===== config.mk =====
export PLATFORM = sky130hd
export DESIGN_NAME = lmb_top
export DESIGN_NICKNAME = d
export VERILOG_FILES = /design/src/inc/lmb_pkg.sv /design/src/inc/lmb_mem_if.sv /design/src/hw/lmb_top.sv /design/src/hw/lmb_mem.sv /design/src/hw/lmb_ptr.sv
export VERILOG_INCLUDE_DIRS = /design/src /design/src/inc
export SDC_FILE = /design/constraint.sdc
export NUM_CORES = 2
export LEC_CHECK = 0
export ABC_CLOCK_PERIOD_IN_PS = 3650
export BUFFER_PORTS_ARGS = -buffer_cell sky130_fd_sc_hd__buf_2
export CAP_MARGIN = 20
export CORE_AREA = 2 2 345 347
export DETAILED_ROUTE_END_ITERATION = 8
export DIE_AREA = 0 0 347 349
export GPL_TIMING_DRIVEN = 0
export HOLD_SLACK_MARGIN = 0.02
export PLACE_DENSITY_LB_ADDON = 0.15
export SLEW_MARGIN = 5
export SYNTH_ARGS = -nofsm -noshare
export SYNTH_HDL_FRONTEND = slang
export SYNTH_SLANG_ARGS = --single-unit

===== constraint.sdc =====
create_clock -name hclk -period 3.65 [get_ports hclk]
set_clock_uncertainty 0.05 [all_clocks]
set_input_delay 0.1825 -clock hclk [delete_from_list [all_inputs] [get_ports hclk]]
set_output_delay 0.1825 -clock hclk [all_outputs]
set_load 0.02 [all_outputs]

===== src/inc/lmb_cfg.svh =====
`ifndef LMB_CFG_SVH
`define LMB_CFG_SVH
`define LMB_IDX_BUF0 12'h600
`define LMB_IDX_BUF1 12'h700
`define LMB_IDX_SEL 12'h11b
`define LMB_IDX_STAT 12'h120
`define LMB_IDX_LSB 2
`define LMB_IDX_MSB 13
`define LMB_DEPTH 96
`define LMB_BUF_RST 8'h00
`define LMB_SEL_RST 2'h0
`define LMB_SEL_MAX 2'h2
`define LMB_NUM_CTL 3
`define LMB_STAT_TXF_BIT 7
`define LMB_STAT_RXP_BIT 6
`endif


===== src/inc/lmb_pkg.sv =====
package lmb_pkg;
    typedef logic [7:0] lmb_byte_t;
    typedef enum logic [4:0] {
        LMB_ST_IDLE = 5'b00001,
        LMB_ST_WR = 5'b00010,
        LMB_ST_RD = 5'b00100,
        LMB_ST_CAP = 5'b01000,
        LMB_ST_RDY = 5'b10000
    } lmb_state_e;
endpackage


===== src/inc/lmb_mem_if.sv =====
`timescale 1ns/100ps
`default_nettype none
interface lmb_mem_if #(parameter int AW = 7) (input wire logic clk);
    logic en;
    logic we;
    logic [AW-1:0] addr;
    logic [7:0] wdata;
    logic [7:0] rdata;
    modport master (output en, output we, output addr, output wdata, input rdata);
    modport mem (input en, input we, input addr, input wdata, output rdata);
endinterface
`default_nettype wire


===== src/hw/lmb_top.sv =====
`timescale 1ns/100ps
`default_nettype none
`include "lmb_cfg.svh"
module lmb_top #(
    parameter int DEPTH = `LMB_DEPTH,
    parameter int AW = 7
) (
    input wire logic hclk,
    input wire logic hresetn,
    input wire logic hsel,
    input wire logic [31:0] haddr,
    input wire logic [1:0] htrans,
    input wire logic hwrite,
    input wire logic [2:0] hsize,
    input wire logic [31:0] hwdata,
    input wire logic hready,
    output logic hreadyout,
    output logic hresp,
    output logic [31:0] hrdata,
    input wire logic [1:0] ctl_id,
    input wire logic ctl_req,
    input wire logic ctl_we,
    input wire logic ctl_buf,
    input wire lmb_pkg::lmb_byte_t ctl_wdata,
    output logic ctl_gnt,
    output lmb_pkg::lmb_byte_t ctl_rdata,
    output logic ctl_rvalid,
    input wire logic ctl_start,
    input wire logic ctl_tx_done,
    input wire logic ctl_rx_eot,
    output logic tx_buffer_free_flag,
    output logic rx_buffer_pointer_flag
);
    import lmb_pkg::*;

    lmb_state_e st_q;
    lmb_state_e st_d;
    logic [11:0] idx_q;
    logic [1:0] sel_q;
    logic [`LMB_NUM_CTL-1:0] tx_free_q;
    logic [`LMB_NUM_CTL-1:0] rx_ptr_q;
    logic [1:0] valid_q;
    logic [31:0] hrdata_q;
    logic ctl_rvalid_q;
    logic ctl_rbuf_q;
    logic [7:0] ctl_hold_q;

    // address phase decode
    wire logic accept = hsel && htrans[1] && hready;
    wire logic [11:0] a_idx = haddr[`LMB_IDX_MSB:`LMB_IDX_LSB];
    wire logic a_high_ok = (haddr[31:`LMB_IDX_MSB+1] == '0);
    wire logic [11:0] a_idx_ok = a_high_ok ? a_idx : 12'h000;

    // data phase decode
    wire logic hit_buf0 = (idx_q == `LMB_IDX_BUF0);
    wire logic hit_buf1 = (idx_q == `LMB_IDX_BUF1);
    wire logic hit_sel = (idx_q == `LMB_IDX_SEL);
    wire logic hit_stat = (idx_q == `LMB_IDX_STAT);
    wire logic hit_buf = hit_buf0 || hit_buf1;
    wire logic host_buf = hit_buf1;
    wire logic host_wr = (st_q == LMB_ST_WR);
    wire logic host_rd = (st_q == LMB_ST_RD);
    wire logic host_mem = (host_wr || host_rd) && hit_buf;

    // only the chosen controller reaches the buffers
    wire logic ctl_ok = (ctl_id == sel_q);
    wire logic host_clash = host_mem && (host_buf == ctl_buf);
    assign ctl_gnt = ctl_req && ctl_ok && !host_clash;

    wire logic [1:0] wsel = hwdata[1:0];
    wire logic sel_wr = host_wr && hit_sel && (wsel <= `LMB_SEL_MAX);
    wire logic sel_change = sel_wr && (wsel != sel_q);
    wire logic ctl_start_ok = ctl_start && ctl_ok;
    wire logic ctl_done_ok = ctl_tx_done && ctl_ok;
    wire logic ctl_eot_ok = ctl_rx_eot && ctl_ok;

    logic [7:0] mem_rdata [2];
    logic [AW-1:0] ptr [2];
    logic [1:0] set_valid;
    logic [1:0] clr_valid;

    // two identical buffers, one port each
    genvar b;
    generate
        for (b = 0; b < 2; b++) begin : g_buf
            lmb_mem_if #(.AW(AW)) mif (.clk(hclk));
            wire logic host_here = host_mem && (host_buf == 1'(b));
            wire logic ctl_here = ctl_gnt && (ctl_buf == 1'(b));
            wire logic msg_end = (ctl_done_ok || ctl_eot_ok || ctl_start_ok) && (ctl_buf == 1'(b));

            assign mif.en = host_here || ctl_here;
            assign mif.we = host_here ? host_wr : ctl_we;
            assign mif.addr = ptr[b];
            assign mif.wdata = host_here ? hwdata[7:0] : ctl_wdata;
            assign mem_rdata[b] = mif.rdata;
            assign set_valid[b] = mif.en && mif.we;
            assign clr_valid[b] = ctl_done_ok && (ctl_buf == 1'(b));

            lmb_mem #(.DEPTH(DEPTH), .AW(AW)) u_mem (
                .clk(hclk),
                .rstn(hresetn),
                .port(mif.mem)
            );

            // pointer steps per access, rewinds at ends
            lmb_ptr #(.DEPTH(DEPTH), .AW(AW)) u_ptr (
                .clk(hclk),
                .rstn(hresetn),
                .clr(sel_change || msg_end),
                .inc(mif.en),
                .ptr(ptr[b])
            );
        end
    endgenerate

    // data phase sequencing
    always_comb begin
        st_d = st_q;
        case (st_q)
            LMB_ST_IDLE, LMB_ST_WR, LMB_ST_RDY: begin
                if (accept) begin
                    st_d = hwrite ? LMB_ST_WR : LMB_ST_RD;
                end else begin
                    st_d = LMB_ST_IDLE;
                end
            end
            LMB_ST_RD: begin
                st_d = LMB_ST_CAP;
            end
            LMB_ST_CAP: begin
                st_d = LMB_ST_RDY;
            end
            default: begin
                st_d = LMB_ST_IDLE;
            end
        endcase
    end

    wire logic ready_state = (st_q == LMB_ST_IDLE) || (st_q == LMB_ST_WR) || (st_q == LMB_ST_RDY);
    assign hreadyout = ready_state;
    assign hresp = 1'b0;
    assign hrdata = hrdata_q;

    // a sent buffer reads back as zero
    wire logic [7:0] buf_byte = valid_q[host_buf] ? mem_rdata[host_buf] : `LMB_BUF_RST;
    wire logic [7:0] stat_byte = {tx_free_q[sel_q], rx_ptr_q[sel_q], 6'h00};
    wire logic [31:0] rd_mux = hit_buf ? {24'h000000, buf_byte} :
                               hit_sel ? {30'h00000000, sel_q} :
                               hit_stat ? {24'h000000, stat_byte} : 32'h00000000;

    // loading marks valid, sending clears, load wins
    wire logic [1:0] valid_d = (valid_q & ~clr_valid) | set_valid;

    always_ff @(posedge hclk or negedge hresetn) begin
        if (!hresetn) begin
            st_q <= LMB_ST_IDLE;
        end else begin
            st_q <= st_d;
        end
    end

    // address phase kept for the data phase
    always_ff @(posedge hclk or negedge hresetn) begin
        if (!hresetn) begin
            idx_q <= 12'h000;
        end else if (accept && ready_state) begin
            idx_q <= a_idx_ok;
        end
    end

    // read data captured once, held until the next capture
    always_ff @(posedge hclk or negedge hresetn) begin
        if (!hresetn) begin
            hrdata_q <= 32'h00000000;
        end else if (st_q == LMB_ST_CAP) begin
            hrdata_q <= rd_mux;
        end
    end

    always_ff @(posedge hclk or negedge hresetn) begin
        if (!hresetn) begin
            valid_q <= 2'h0;
        end else begin
            valid_q <= valid_d;
        end
    end

    always_ff @(posedge hclk or negedge hresetn) begin
        if (!hresetn) begin
            sel_q <= `LMB_SEL_RST;
        end else if (sel_wr) begin
            sel_q <= wsel;
        end
    end

    // free flag names next buffer to load
    // pointer flag names buffer holding message
    genvar c;
    generate
        for (c = 0; c < `LMB_NUM_CTL; c++) begin : g_flag
            wire logic mine = (sel_q == 2'(c));
            always_ff @(posedge hclk or negedge hresetn) begin
                if (!hresetn) begin
                    tx_free_q[c] <= 1'b0;
                    rx_ptr_q[c] <= 1'b0;
                end else begin
                    if (mine && ctl_done_ok) begin
                        tx_free_q[c] <= ctl_buf;
                    end
                    if (mine && ctl_eot_ok) begin
                        rx_ptr_q[c] <= ctl_buf;
                    end
                end
            end
        end
    endgenerate

    assign tx_buffer_free_flag = tx_free_q[sel_q];
    assign rx_buffer_pointer_flag = rx_ptr_q[sel_q];

    // controller read return
    always_ff @(posedge hclk or negedge hresetn) begin
        if (!hresetn) begin
            ctl_rvalid_q <= 1'b0;
            ctl_rbuf_q <= 1'b0;
        end else begin
            ctl_rvalid_q <= ctl_gnt && !ctl_we;
            if (ctl_gnt) begin
                ctl_rbuf_q <= ctl_buf;
            end
        end
    end

    // controller byte stands until its next read, even across host reads
    wire logic [7:0] ctl_byte = mem_rdata[ctl_rbuf_q];

    always_ff @(posedge hclk or negedge hresetn) begin
        if (!hresetn) begin
            ctl_hold_q <= `LMB_BUF_RST;
        end else if (ctl_rvalid_q) begin
            ctl_hold_q <= ctl_byte;
        end
    end

    assign ctl_rvalid = ctl_rvalid_q;
    assign ctl_rdata = ctl_rvalid_q ? ctl_byte : ctl_hold_q;
endmodule
`default_nettype wire


===== src/hw/lmb_mem.sv =====
`timescale 1ns/100ps
`default_nettype none
`include "lmb_cfg.svh"
module lmb_mem #(
    parameter int DEPTH = `LMB_DEPTH,
    parameter int AW = 7
) (
    input wire logic clk,
    input wire logic rstn,
    lmb_mem_if.mem port
);
    logic [7:0] arr [DEPTH];
    logic [7:0] rdata_q;

    assign port.rdata = rdata_q;

    always_ff @(posedge clk) begin
        if (port.en && port.we) begin
            arr[port.addr] <= port.wdata;
        end
    end

    always_ff @(posedge clk or negedge rstn) begin
        if (!rstn) begin
            rdata_q <= `LMB_BUF_RST;
        end else if (port.en && !port.we) begin
            rdata_q <= arr[port.addr];
        end
    end
endmodule
`default_nettype wire


===== src/hw/lmb_ptr.sv =====
`timescale 1ns/100ps
`default_nettype none
module lmb_ptr #(
    parameter int DEPTH = 96,
    parameter int AW = 7
) (
    input wire logic clk,
    input wire logic rstn,
    input wire logic clr,
    input wire logic inc,
    output logic [AW-1:0] ptr
);
    localparam logic [AW-1:0] LAST = AW'(DEPTH - 1);
    logic [AW-1:0] ptr_q;
    logic [AW-1:0] ptr_d;

    // auto increment, back to first byte at the end
    assign ptr_d = clr ? '0 : (inc ? ((ptr_q == LAST) ? '0 : ptr_q + 1'b1) : ptr_q);
    assign ptr = ptr_q;

    always_ff @(posedge clk or negedge rstn) begin
        if (!rstn) begin
            ptr_q <= '0;
        end else begin
            ptr_q <= ptr_d;
        end
    end
endmodule
`default_nettype wire


==> run metrics <==
status=finished with violations; failing checks=setup timing; routed len/inst=40.5 um; final setup fails=319; All-Layer GR Usage=39.1%; final wirelength=236000 um; initial antenna violation count=6; met3 WL=29500 um; final net count=4248; initial DRC count=7244; Async SR Flop Fraction=4.66%; Worst Hold Launch=hwrite; Power Dens Cells=598 nW/um^2; worst hold path depth=3; worst slew pin tran=1220 ps; Die H=349 um; top_reg_cell synth=edfxtp_1; Tmin final=3940 ps; cells after synthesis=3741; total vias in the final route=41000; Slew Viols, Final=0; Die ar.=121000 sq um; cell taking the most area after synthesis=edfxtp_1; peak supply drop=0.558 mV; share of layout cells above drive strength 1=26.6%; number of CTS-inserted buffers=165; metal1 wirelength=80900 um; leakage=24.1 nW; Sink Count=1611; Post-synth top cells=1536 x edfxtp_1, 296 x nor2_1, 215 x mux2i_1; DRT antenna net count=0; number of max-cap violations=0; Clk Tree Root Cell=clkbuf_16; Die W=347 um; Post-synth EDFFs=1536; Mapped Avg Cell Area=17.2 sq um; CP max FO=11; min-delay worst type=in -> reg; PnR worst setup slack=-293 ps; Final GP Congestion=1.10; Fin. Hold Viols=0; Final Hold Slack=62.5 ps; most frequent cell after synthesis=edfxtp_1; H-tree depth=4; Place WS=-2250 ps; Via density=7.03; fmax=0.254 GHz; Reg clk slew, reported paths=70 ps; pin count of the biggest net entering global routing=75; fin util=64.2%; register area share after synthesis=74.8%; first-pass GRT wire length=320000 um; required time worst endpoint=4230 ps; r2r setup slk=-290 ps; largest cells by area after synthesis=edfxtp_1 72%, mux4_2 4.5%, mux2i_1 3.4%; Crit. End Element=register; period utilization=108%; Slew HR=18.3%; port buffer count=80; Synth Cell Area=64200 sq um; vias in the first global route=39000; worst hold endpoint=st_q[2]; synthesized flop and latch total=1611; DRT Pass-1 Iters=6; Max Used Layer=met5; R2R depth=8; Max clock buf depth=3; Yosys cell types=83; # DRC=0; Worst Path Arrival=4530 ps; R2R Path End=g_buf[0].u_mem.port.rdata[4]; area share of the largest cell type after synthesis=71.9%; RSZ-0062 raised after global routing=true; CP Class=reg -> reg; start of the worst register-to-register path=g_buf[0].u_ptr.ptr[2]; GRT Residual Overflow=0; Area Growth Syn to Fin=17.5%; Clock Latency Late Sink=800 ps; core area=117000 sq um; Worst setup SP type=register; CTS tree=built; Initial Util=54.6%; # IOs=136; num rows=126; YS warnings=0; metal2 WL=105000 um; HPWL after DPL=159000 um
## kinds of logic (layout without fill, tap and decap cells)
logic type               count (synthesis)  after routing  synth area share [%]
flip-flops                            1611           1611                  74.8
AO/OA/AOI/OAI                          735            735                  8.43
AND/OR/NAND/NOR                        614            614                  4.30
multiplexers                           487            487                  10.4
buffers and inverters                  281            808                  1.91
XOR/XNOR                                10             10                 0.136
adder cells (fa/ha/maj)                  2              2                0.0390
other                                    1             30               0.00584
## layout make-up
class,instances,area [sq um]
flip-flops and latches,1611,48000
fillers,8253,42000
multi-input cells,1873,16400
clock buffers,213,4410
repair buffers,231,2230
well taps,1536,1920
plain buffers,259,1580
clock inverters,90,787
inverters,15,68.8
diodes,5,12.5
## registers in the layout, indices dropped and copies added, names as in the netlist
signal / flops
g_buf.u_mem.port.rdata: 16
hrdata: 8
st_q: 5
ctl_hold_q: 8
g_buf.u_mem.arr: 1536
tx_free_q: 3
idx_q: 12
ctl_rvalid: 1
g_buf.u_ptr.ptr: 14
valid_q: 2
sel_q: 2
rx_ptr_q: 3
ctl_rbuf_q: 1
## power by group
group	total [mW]	internal (mW)	switching, mW
Clock	16.6	9.38	7.20
Combinational	7.90	2.41	5.49
Sequential	20.6	20.4	0.211
Total	45.1	32.2	12.9
## cell usage in the layout, fill, tap and decap left out, drive strengths merged, types with 9 or more instances in the layout
| cell type | instances |
|---|---|
| a221o | 49 |
| conb | 25 |
| o221ai | 15 |
| a211oi | 28 |
| a22o | 37 |
| and2 | 11 |
| nor3 | 27 |
| dfrtp | 74 |
| o21ai | 123 |
| nand2b | 14 |
| nand2 | 134 |
| or2 | 9 |
| o22ai | 32 |
| clkbuf | 352 |
| inv | 16 |
| nor2 | 297 |
| a31oi | 33 |
| nor2b | 28 |
| clkinv | 72 |
| and3 | 10 |
| mux4 | 129 |
| a21oi | 103 |
| clkdlybuf4s15 | 9 |
| buf | 310 |
| nand3 | 35 |
| bufinv | 12 |
| edfxtp | 1536 |
| nor4 | 10 |
| o2bb2ai | 36 |
| a221oi | 130 |
| mux2i | 215 |
| mux2 | 143 |
| a22oi | 55 |
| nand3b | 10 |
| dlygate4sd3 | 31 |
## worst max path at each step
stage / start / endpoint / cells after the start
2_1_floorplan: idx_q[0] / g_buf[1].u_mem.arr[16][0] / 7
3_3_place_gp: g_buf[0].u_ptr.ptr[1] / g_buf[0].u_mem.arr[19][6] / 8
3_5_place_dp: g_buf[0].u_ptr.ptr[1] / g_buf[0].u_mem.arr[78][3] / 8
4_1_cts: g_buf[1].u_ptr.ptr[1] / g_buf[1].u_mem.arr[30][3] / 9
5_1_grt: idx_q[5] / g_buf[0].u_mem.arr[10][1] / 8
6_report: g_buf[0].u_ptr.ptr[2] / g_buf[0].u_mem.port.rdata[4] / 8
## metal layers
layer / vias up / global-route usage [%]
li1: 16000 / -
met1: 20600 / 49.3
met2: 3481 / 59.1
met3: 967 / 10.7
met4: 8 / 27.5
met5: - / 0
## critical path, stage by stage, from the launching register on
cell      delay [ps]
dfrtp_1          620
buf_4            390
buf_2            510
buf_4            390
clkbuf_2         480
a221oi_1         150
o21ai_1          480
a21oi_1          210
a41oi_1          470
## repair_timing
item / in CTS / in global routing
gates cloned: 0 / 0
setup buffers: 53 / 11
hold buffers: 32 / 0
endpoints found under the setup margin: 1553 / 1237
resized for setup: 512 / 104
hold endpoints to repair: 124 / 0
pin swaps: 33 / 14
## metrics by stage
stage	power, mW	TNS, ps	cell area, sq um	std cells
floorplan	24.5	0	64300	3765
global placement	28.0	-3206450	66600	5381
detailed placement	28.2	-2027030	67600	5434
CTS	44.6	-16040	75000	5818
global route	45.7	-20140	75400	5829
finish	45.1	-17820	75400	5833
No activity file was read; power rests on OpenSTA's default activity.
